<file path="config.mk">
export PLATFORM = sky130hd
export DESIGN_NAME = rsofc_rx_cfg
export DESIGN_NICKNAME = d
export VERILOG_FILES = /design/src/verilog/rsofc_rx_cfg.v
export VERILOG_INCLUDE_DIRS = /design/src /design/src/inc
export SDC_FILE = /design/constraint.sdc
export NUM_CORES = 1
export LEC_CHECK = 0
export CAP_MARGIN = 20
export CORE_AREA = 2 2 108 215
export CTS_CLUSTER_DIAMETER = 150
export DETAILED_ROUTE_END_ITERATION = 12
export DIE_AREA = 0 0 110 217
export DONT_BUFFER_PORTS = 1
export GPL_TIMING_DRIVEN = 0
export SYNTH_ARGS = -nofsm -noshare
export SYNTH_HDL_FRONTEND = slang
export SYNTH_SLANG_ARGS = --single-unit
</file>
<file path="constraint.sdc">
create_clock -name core_clk -period 2.9 [get_ports core_clk]
set_clock_uncertainty 0.2 [all_clocks]
set_input_delay 0.87 -clock core_clk [delete_from_list [all_inputs] [get_ports core_clk]]
set_output_delay 0.87 -clock core_clk [all_outputs]
set_load 0.05 [all_outputs]
</file>
<file path="src/inc/rsofc_map.vh">
`ifndef RSOFC_MAP_VH
`define RSOFC_MAP_VH
// register addresses
`define RSOFC_ADDR_PAT_HIGH 8'h5A
`define RSOFC_ADDR_PAT_LOW 8'h5B
`define RSOFC_ADDR_SYNC_CTRL 8'h5C
`define RSOFC_ADDR_DEMOD_CTRL 8'h5D
`define RSOFC_ADDR_CORR_CTRL 8'h5E
`define RSOFC_ADDR_TRIM 8'h5F
// sync control fields
`define RSOFC_SYNC_LEN_HI 7
`define RSOFC_SYNC_LEN_LO 4
`define RSOFC_SYNC_NEGEDGE_BIT 3
`define RSOFC_SYNC_HALF_BIT 2
`define RSOFC_SYNC_TYPE_HI 1
`define RSOFC_SYNC_TYPE_LO 0
`define RSOFC_TYPE_BURST 2'h0
`define RSOFC_TYPE_NIBBLE 2'h1
`define RSOFC_TYPE_START_BIT 2'h2
// demod control fields
`define RSOFC_DEMOD_AVG_BIT 5
`define RSOFC_DEMOD_SQUARE_BIT 4
`define RSOFC_DEMOD_PEAK_BIT 3
`define RSOFC_DEMOD_POL_BIT 2
`define RSOFC_DEMOD_FSK_BIT 1
`define RSOFC_DEMOD_BPSK_BIT 0
`define RSOFC_DEMOD_MASK 8'h3F
// correlator control fields
`define RSOFC_CORR_FREQ_HI 7
`define RSOFC_CORR_FREQ_LO 6
`define RSOFC_CORR_SPEED_HI 5
`define RSOFC_CORR_SPEED_LO 4
`define RSOFC_CORR_SHORT_BIT 3
`define RSOFC_CORR_MASK 8'hF8
`define RSOFC_CORR_LEN_LONG 7'h40
`define RSOFC_CORR_LEN_SHORT 7'h20
// reset values
`define RSOFC_RST_PAT 8'h00
`define RSOFC_RST_CTRL 8'h00
`define RSOFC_RST_TRIM 8'h00
`endif

</file>
<file path="src/verilog/rsofc_rx_cfg.v">
`timescale 1ns/1ns
`default_nettype none
`include "rsofc_map.vh"

module rsofc_rx_cfg #(
  parameter SAMPLE_W = 8,
  parameter [7:0] TRIM_BOOT = `RSOFC_RST_TRIM,
  parameter [7:0] CLKS_SPEED0 = 8'h10,
  parameter [7:0] CLKS_SPEED1 = 8'h40,
  parameter [7:0] CLKS_SPEED2 = 8'h80
) (
  // clock and reset
  input wire core_clk,
  input wire rst_b,
  // register port
  input wire reg_wr,
  input wire reg_rd,
  input wire [7:0] reg_addr,
  input wire [7:0] reg_wdata,
  output reg [7:0] reg_rdata,
  // converter samples and correlator result
  input wire sample_valid,
  input wire [SAMPLE_W-1:0] sample_in,
  input wire corr_valid,
  input wire [SAMPLE_W-1:0] corr_in,
  input wire frame_start,
  input wire byte_start,
  // conditioned samples
  output reg shaped_valid,
  output reg [SAMPLE_W-1:0] shaped_out,
  // bit grid
  output reg grid_strobe,
  output reg resync_pulse,
  // decoded configuration
  output reg [15:0] sof_pattern_value,
  output reg [15:0] sof_pattern_mask,
  output reg [15:0] sof_collision_mask,
  output reg [3:0] pattern_valid_length,
  output reg half_length_final_bit,
  output reg [1:0] pattern_interpretation,
  output reg manchester_polarity,
  output reg fsk_select,
  output reg bpsk_select,
  output reg [1:0] subcarrier_select,
  output reg [7:0] correlation_clock_count,
  output reg [6:0] correlation_length,
  output reg [7:0] receiver_factory_trim
);

  ////////////////////////////////////////////////////////////////////////////
  // registers
  reg [7:0] pat_high_q;
  reg [7:0] pat_low_q;
  reg [7:0] sync_ctrl_q;
  reg [7:0] demod_q;
  reg [7:0] corr_q;
  reg [7:0] trim_q;

  // reserved bits dropped on write, so they read back zero
  always @(posedge core_clk or negedge rst_b) begin
    if (!rst_b) begin
      pat_high_q <= `RSOFC_RST_PAT;
      pat_low_q <= `RSOFC_RST_PAT;
      sync_ctrl_q <= `RSOFC_RST_CTRL;
      demod_q <= `RSOFC_RST_CTRL;
      corr_q <= `RSOFC_RST_CTRL;
      trim_q <= TRIM_BOOT;
    end else if (reg_wr) begin
      case (reg_addr)
        `RSOFC_ADDR_PAT_HIGH: pat_high_q <= reg_wdata;
        `RSOFC_ADDR_PAT_LOW: pat_low_q <= reg_wdata;
        `RSOFC_ADDR_SYNC_CTRL: sync_ctrl_q <= reg_wdata;
        `RSOFC_ADDR_DEMOD_CTRL: demod_q <= reg_wdata & `RSOFC_DEMOD_MASK;
        `RSOFC_ADDR_CORR_CTRL: corr_q <= reg_wdata & `RSOFC_CORR_MASK;
        `RSOFC_ADDR_TRIM: trim_q <= reg_wdata;
        default: begin
        end
      endcase
    end
  end

  // boot trim loaded once after reset release
  reg trim_loaded_q;
  always @(posedge core_clk or negedge rst_b) begin
    if (!rst_b) begin
      trim_loaded_q <= 1'b0;
    end else begin
      trim_loaded_q <= 1'b1;
    end
  end

  // trim shows the boot value until the first edge after reset
  wire [7:0] trim_eff;
  assign trim_eff = trim_loaded_q ? trim_q : TRIM_BOOT;

  ////////////////////////////////////////////////////////////////////////////
  // read path
  always @(posedge core_clk or negedge rst_b) begin
    if (!rst_b) begin
      reg_rdata <= 8'h00;
    end else if (reg_rd) begin
      case (reg_addr)
        `RSOFC_ADDR_PAT_HIGH: reg_rdata <= pat_high_q;
        `RSOFC_ADDR_PAT_LOW: reg_rdata <= pat_low_q;
        `RSOFC_ADDR_SYNC_CTRL: reg_rdata <= sync_ctrl_q;
        `RSOFC_ADDR_DEMOD_CTRL: reg_rdata <= demod_q;
        `RSOFC_ADDR_CORR_CTRL: reg_rdata <= corr_q;
        `RSOFC_ADDR_TRIM: reg_rdata <= trim_eff;
        default: reg_rdata <= 8'h00;
      endcase
    end
  end

  ////////////////////////////////////////////////////////////////////////////
  // field decode
  wire [3:0] len_f = sync_ctrl_q[`RSOFC_SYNC_LEN_HI:`RSOFC_SYNC_LEN_LO];
  wire [1:0] type_f = sync_ctrl_q[`RSOFC_SYNC_TYPE_HI:`RSOFC_SYNC_TYPE_LO];
  wire negedge_f = sync_ctrl_q[`RSOFC_SYNC_NEGEDGE_BIT];
  wire avg_f = demod_q[`RSOFC_DEMOD_AVG_BIT];
  wire square_f = demod_q[`RSOFC_DEMOD_SQUARE_BIT];
  wire peak_f = demod_q[`RSOFC_DEMOD_PEAK_BIT];
  wire [1:0] speed_f = corr_q[`RSOFC_CORR_SPEED_HI:`RSOFC_CORR_SPEED_LO];
  wire [15:0] pat_w = {pat_high_q, pat_low_q};

  // mask of the lowest n pattern bits
  function [15:0] low_mask;
    input [4:0] n;
    integer i;
    begin
      low_mask = 16'h0000;
      for (i = 0; i < 16; i = i + 1) begin
        if (i < n) begin
          low_mask[i] = 1'b1;
        end
      end
    end
  endfunction

  // per pair {data, coll}: collision clears data compare
  function [15:0] coll_bits;
    input [15:0] p;
    integer k;
    begin
      coll_bits = 16'h0000;
      for (k = 0; k < 8; k = k + 1) begin
        coll_bits[2*k] = p[2*k];
        coll_bits[2*k+1] = p[2*k];
      end
    end
  endfunction

  reg [15:0] mask_d;
  reg [15:0] coll_d;
  reg [15:0] value_d;
  always @* begin
    mask_d = 16'h0000;
    coll_d = 16'h0000;
    value_d = pat_w;
    case (type_f)
      `RSOFC_TYPE_BURST: begin
        mask_d = (len_f == 4'h0) ? 16'hFFFF : low_mask({1'b0, len_f});
      end
      `RSOFC_TYPE_NIBBLE: begin
        coll_d = coll_bits(pat_w);
        mask_d = low_mask({1'b0, len_f}) & ~coll_d;
        value_d = pat_w & ~coll_d;
      end
      `RSOFC_TYPE_START_BIT: begin
        mask_d = 16'h0000;
      end
      default: begin
        // reserved type 3: nothing to match
        mask_d = 16'h0000;
      end
    endcase
  end

  reg [7:0] clks_d;
  always @* begin
    case (speed_f)
      2'h0: clks_d = CLKS_SPEED0;
      2'h1: clks_d = CLKS_SPEED1;
      2'h2: clks_d = CLKS_SPEED2;
      // reserved speed behaves as speed 0
      default: clks_d = CLKS_SPEED0;
    endcase
  end

  always @(posedge core_clk or negedge rst_b) begin
    if (!rst_b) begin
      sof_pattern_value <= 16'h0000;
      sof_pattern_mask <= 16'h0000;
      sof_collision_mask <= 16'h0000;
      pattern_valid_length <= 4'h0;
      half_length_final_bit <= 1'b0;
      pattern_interpretation <= 2'h0;
      manchester_polarity <= 1'b0;
      fsk_select <= 1'b0;
      bpsk_select <= 1'b0;
      subcarrier_select <= 2'h0;
      correlation_clock_count <= 8'h00;
      correlation_length <= `RSOFC_CORR_LEN_LONG;
      receiver_factory_trim <= TRIM_BOOT;
    end else begin
      sof_pattern_value <= value_d;
      sof_pattern_mask <= mask_d;
      sof_collision_mask <= coll_d;
      pattern_valid_length <= len_f;
      half_length_final_bit <= sync_ctrl_q[`RSOFC_SYNC_HALF_BIT];
      pattern_interpretation <= type_f;
      manchester_polarity <= demod_q[`RSOFC_DEMOD_POL_BIT];
      fsk_select <= demod_q[`RSOFC_DEMOD_FSK_BIT];
      bpsk_select <= demod_q[`RSOFC_DEMOD_BPSK_BIT];
      subcarrier_select <= corr_q[`RSOFC_CORR_FREQ_HI:`RSOFC_CORR_FREQ_LO];
      correlation_clock_count <= clks_d;
      correlation_length <= corr_q[`RSOFC_CORR_SHORT_BIT] ?
                            `RSOFC_CORR_LEN_SHORT : `RSOFC_CORR_LEN_LONG;
      receiver_factory_trim <= trim_eff;
    end
  end

  ////////////////////////////////////////////////////////////////////////////
  // sample conditioning
  reg [SAMPLE_W+1:0] acc_q;
  reg [1:0] acc_cnt_q;
  wire [SAMPLE_W+1:0] acc_sum = acc_q + {2'b00, sample_in};
  wire [SAMPLE_W-1:0] avg_val = acc_sum[SAMPLE_W+1:2];

  // push toward rails: midscale and above goes to max, below to zero
  function [SAMPLE_W-1:0] square_up;
    input [SAMPLE_W-1:0] s;
    begin
      square_up = s[SAMPLE_W-1] ? {SAMPLE_W{1'b1}} : {SAMPLE_W{1'b0}};
    end
  endfunction

  // optional rail shaping of one conditioned value
  function [SAMPLE_W-1:0] shape_val;
    input sq;
    input [SAMPLE_W-1:0] s;
    begin
      shape_val = sq ? square_up(s) : s;
    end
  endfunction

  always @(posedge core_clk or negedge rst_b) begin
    if (!rst_b) begin
      acc_q <= {(SAMPLE_W+2){1'b0}};
      acc_cnt_q <= 2'h0;
      shaped_valid <= 1'b0;
      shaped_out <= {SAMPLE_W{1'b0}};
    end else begin
      shaped_valid <= 1'b0;
      if (sample_valid) begin
        if (avg_f) begin
          acc_cnt_q <= acc_cnt_q + 2'h1;
          if (acc_cnt_q == 2'h3) begin
            acc_q <= {(SAMPLE_W+2){1'b0}};
            shaped_valid <= 1'b1;
            shaped_out <= shape_val(square_f, avg_val);
          end else begin
            acc_q <= acc_sum;
          end
        end else begin
          // averaging restarts on each sample taken while the filter is off
          acc_cnt_q <= 2'h0;
          acc_q <= {(SAMPLE_W+2){1'b0}};
          shaped_valid <= 1'b1;
          shaped_out <= shape_val(square_f, sample_in);
        end
      end
    end
  end

  ////////////////////////////////////////////////////////////////////////////
  // bit grid placement
  reg [SAMPLE_W-1:0] corr_prev_q;
  // direction of the last correlation step
  reg rising_q;
  reg first_fall_q;
  wire corr_up = corr_in > corr_prev_q;
  wire corr_down = corr_in < corr_prev_q;

  always @(posedge core_clk or negedge rst_b) begin
    if (!rst_b) begin
      corr_prev_q <= {SAMPLE_W{1'b0}};
      rising_q <= 1'b0;
      first_fall_q <= 1'b0;
      grid_strobe <= 1'b0;
      resync_pulse <= 1'b0;
    end else begin
      grid_strobe <= 1'b0;
      resync_pulse <= byte_start &&
        (pattern_interpretation == `RSOFC_TYPE_START_BIT);
      if (frame_start) begin
        first_fall_q <= 1'b0;
      end
      if (corr_valid) begin
        corr_prev_q <= corr_in;
        if (corr_up) begin
          rising_q <= 1'b1;
        end else if (corr_down) begin
          rising_q <= 1'b0;
        end
        if (negedge_f) begin
          // a fall in the re-arm cycle does not count once a fall has been seen
          if (corr_down && !first_fall_q) begin
            grid_strobe <= 1'b1;
            first_fall_q <= 1'b1;
          end
        end else if (peak_f) begin
          grid_strobe <= rising_q && corr_down;
        end else begin
          grid_strobe <= !rising_q && corr_up;
        end
      end
    end
  end

endmodule // rsofc_rx_cfg
`default_nettype wire

</file>
==> flow_summary.yaml <==
cts:
  cts_sinks: 150
  cts_setup_buffers: 0
  cts_root_buffer: "clkbuf_16"
  ctsLongestPathBuffers: 2
  cts_made_buffers: 17
  clk_latency_ns: 0.43
  h-tree-depth: 4
  post_cts_resized: 0
  clk_pin_slew_ns: 0.06
  cts_tree: "built"
drt:
  routedWlPerCell_um: 18.0
  vias: 4621
  antenna_left: 0
  drc_errors: 0
  dr.pass1.iters: 4
  drt_iter0_drc: 250
  routed_wl_mm: 16.6
  avgViaCountPerCell: 5.01
timing:
  setup_violations: 0
  rsz0062_at_grt: "no"
  holdWs_ns: -0.0588
  min_period_ns: 2.72
  fmax_mhz: 367
  fin_ws_ns: 0.178
  period_share: 0.939
  report.final.slew_viol_count: 0
  relSlewSlack: 0.547
  hold_viol: 149
  tightest_slew_ns: 0.680
worst_setup_path:
  rr_startpoint: "acc_q[6]"
  r2r_slack_ns: 0.24
  cp.arrival_ns: 2.80
  reg2regPathDepth: 6
  crit_path_max_fanout: 8
  rr_endpoint: "shaped_out[4]"
  worstSetupPathType: "input port to register"
  critPathLaunchType: "input port"
  endpoint_kind: "register"
  cp_data_required_time_ns: 2.98
outcome:
  violations: "hold timing"
  status: "finished with violations"
floorplanning:
  die_h_um: 217
  die_w_um: 110
  io-pin-count: 142
  initial_core_util: 0.306
  rows: 78
  die_area_um2: 23900
  core-area_um2: 22300
global_routing:
  grt_pass1_wl_mm: 25.9
  grt_max_degree: 151
  gr-total-overflow: 0
  grt.total_usage: 0.144
  grt_pass1_vias: 4669
  antenna_found_initial: 0
logic_synthesis:
  synth_edf_count: 0
  syn_area_um2: 6840
  yosysWarnings: 0
  synth_area_per_cell_um2: 11.4
  synthFlopType: "dfrtp_1"
  synth_cells: 601
  synth_cell_types: 57
  async_reset_ff_frac: 1.00
  seq_area_frac_synth: 0.549
  synth-seq-cells: 150
power:
  power_density_nw_per_um2: 692
  cellLeakagePower_uw: 0.00365
  peakVddDrop_v: 0.000527
placed_design:
  dp_worst_setup_slack_ns: -0.249
  placed_cell_area_um2: 7230
  dp.cells: 890
  post-dp-hpwl_mm: 11.8
  place.gp.congestion: 0.861
  portBuffers: 0
final_layout:
  stdcell_area_um2: 7890
  n_antenna_cell: 0
  multi_input_area_um2: 2730
  nNetsFinal: 689
  final_cells: 922
  drive_above_1_share: 0.195
  syn_to_final_growth_pct: 15.4
  seqCellArea_um2: 3750
  n_fill_cell: 2209
job:
  cap_viol_max_count: 0
hold_path:
  hold_path.class: "input port to async pin"
==> cell families (layout without fill, tap and decap cells) <==
logic type	Yosys count	in the layout	share of synthesized area
AND/OR/NAND/NOR	150	150	0.123
other	2	11	0.00110
multiplexers	61	61	0.0988
adder cells (fa/ha/maj)	20	20	0.0377
XOR/XNOR	6	6	0.00769
AO/OA/AOI/OAI	131	131	0.125
buffers and inverters	81	113	0.0575
flip-flops	150	150	0.549
==> per-stage QoR <==
step	util	power, uW	TNS [ns]
floorplan	-	2950	0
global placement	0.323	3050	-0.919
global route	0.353	5690	0
finish	0.353	5460	0
detailed placement	0.323	3060	-1.14
CTS	0.353	5530	0
==> critical path, cell delays in order <==
cell and delay [ns]:
ha_1 0.38, a211oi_2 0.35, nor3_1 0.11, or4b_4 0.54
a211oi_2 0.41, a31oi_1 0.14
==> how the worst max path moves through the flow <==
stage / depth (start not counted) / endpoint / from / slack (ns)
2_1_floorplan: 7 / shaped_out[6] / sample_in[0] / 0.03
3_3_place_gp: 6 / shaped_out[4] / sample_in[6] / -0.20
3_5_place_dp: 6 / shaped_out[4] / sample_in[6] / -0.25
4_1_cts: 6 / shaped_out[4] / sample_in[6] / 0.19
5_1_grt: 6 / shaped_out[4] / sample_in[7] / 0.11
6_report: 6 / shaped_out[4] / sample_in[6] / 0.18
==> where the power goes <==
part | switching, uW | internal [uW] | leakage, uW
combinational | 229 | 166 | 0.00136
clock | 923 | 1520 | 0.000324
sequential | 405 | 2220 | 0.00196
==> layout make-up <==
type,count,area share
Buffer,47,0.0336
Clock buffer,19,0.0574
Clock inverter,13,0.0259
Inverter,34,0.0162
Multi-Input combinational cell,379,0.346
Sequential cell,150,0.476
Tap cell,280,0.0444
==> layer usage <==
metal | wire, um | share of wire | track usage
met5 | 0 | 0 | 0
met2 | 7740 | 0.47 | 0.215
met3 | 1620 | 0.098 | 0.0638
met4 | 431 | 0.026 | 0.0574
met1 | 6800 | 0.41 | 0.181
==> state kept, by name, summed over array words and instances (netlist names), 4 cells and up <==
| register | flops |
|---|---|
| demod_q | 6 |
| pat_low_q | 8 |
| sync_ctrl_q | 8 |
| corr_q | 5 |
| pattern_valid_length | 4 |
| acc_q | 10 |
| corr_prev_q | 8 |
| trim_q | 8 |
| receiver_factory_trim | 8 |
| pat_high_q | 8 |
| sof_pattern_value | 16 |
| sof_pattern_mask | 16 |
| sof_collision_mask | 8 |
| reg_rdata | 8 |
| shaped_out | 8 |
==> synthesized netlist by cell type (all sizes together) (2+ instances only) <==
library cell | n | area share
clkbuf | 24 | 0.015
inv | 34 | 0.019
a22o | 4 | 0.0051
a31oi | 2 | 0.0018
a21o | 7 | 0.0077
nand2 | 31 | 0.017
ha | 19 | 0.035
nor2b | 27 | 0.025
buf | 23 | 0.024
and2 | 19 | 0.017
or4 | 3 | 0.0033
xor2 | 3 | 0.0038
or4b | 3 | 0.0049
or3 | 3 | 0.0029
xnor2 | 3 | 0.0038
nor2 | 23 | 0.013
or2 | 4 | 0.0037
nand3 | 7 | 0.0051
a211oi | 13 | 0.016
nand2b | 6 | 0.0055
and3 | 2 | 0.0018
nand3b | 2 | 0.0022
nand4 | 7 | 0.0064
conb | 2 | 0.0011
mux2 | 52 | 0.086
nor3 | 7 | 0.0051
dfrtp | 149 | 0.55
a211o | 2 | 0.0026
mux2i | 9 | 0.013
a21oi | 32 | 0.024
a221oi | 5 | 0.0064
o21ai | 26 | 0.019
a32oi | 3 | 0.0038
a22oi | 8 | 0.0088
o21a | 5 | 0.0055
o211ai | 5 | 0.0055
o22ai | 15 | 0.014
==> cell usage in the layout, fill, tap and decap left out, types with 5 or more instances in the layout <==
master     count
dfrtp_1      149
mux2_2        52
inv_1         34
nand2_1       31
a21oi_1       31
nor2b_1       27
o21ai_0       25
clkbuf_1      23
nor2_1        23
buf_4         20
and2_1        19
ha_1          19
clkbuf_16     17
o22ai_1       15
conb_1        11
a211oi_1       9
mux2i_1        9
a22oi_1        8
nor3_1         7
a21o_1         7
nand3_1        7
nand4_1        7
nand2b_1       6
inv_6          6
a221oi_1       5
o21a_1         5
o211ai_1       5
Note: power is estimated with default switching activity, not from simulation.
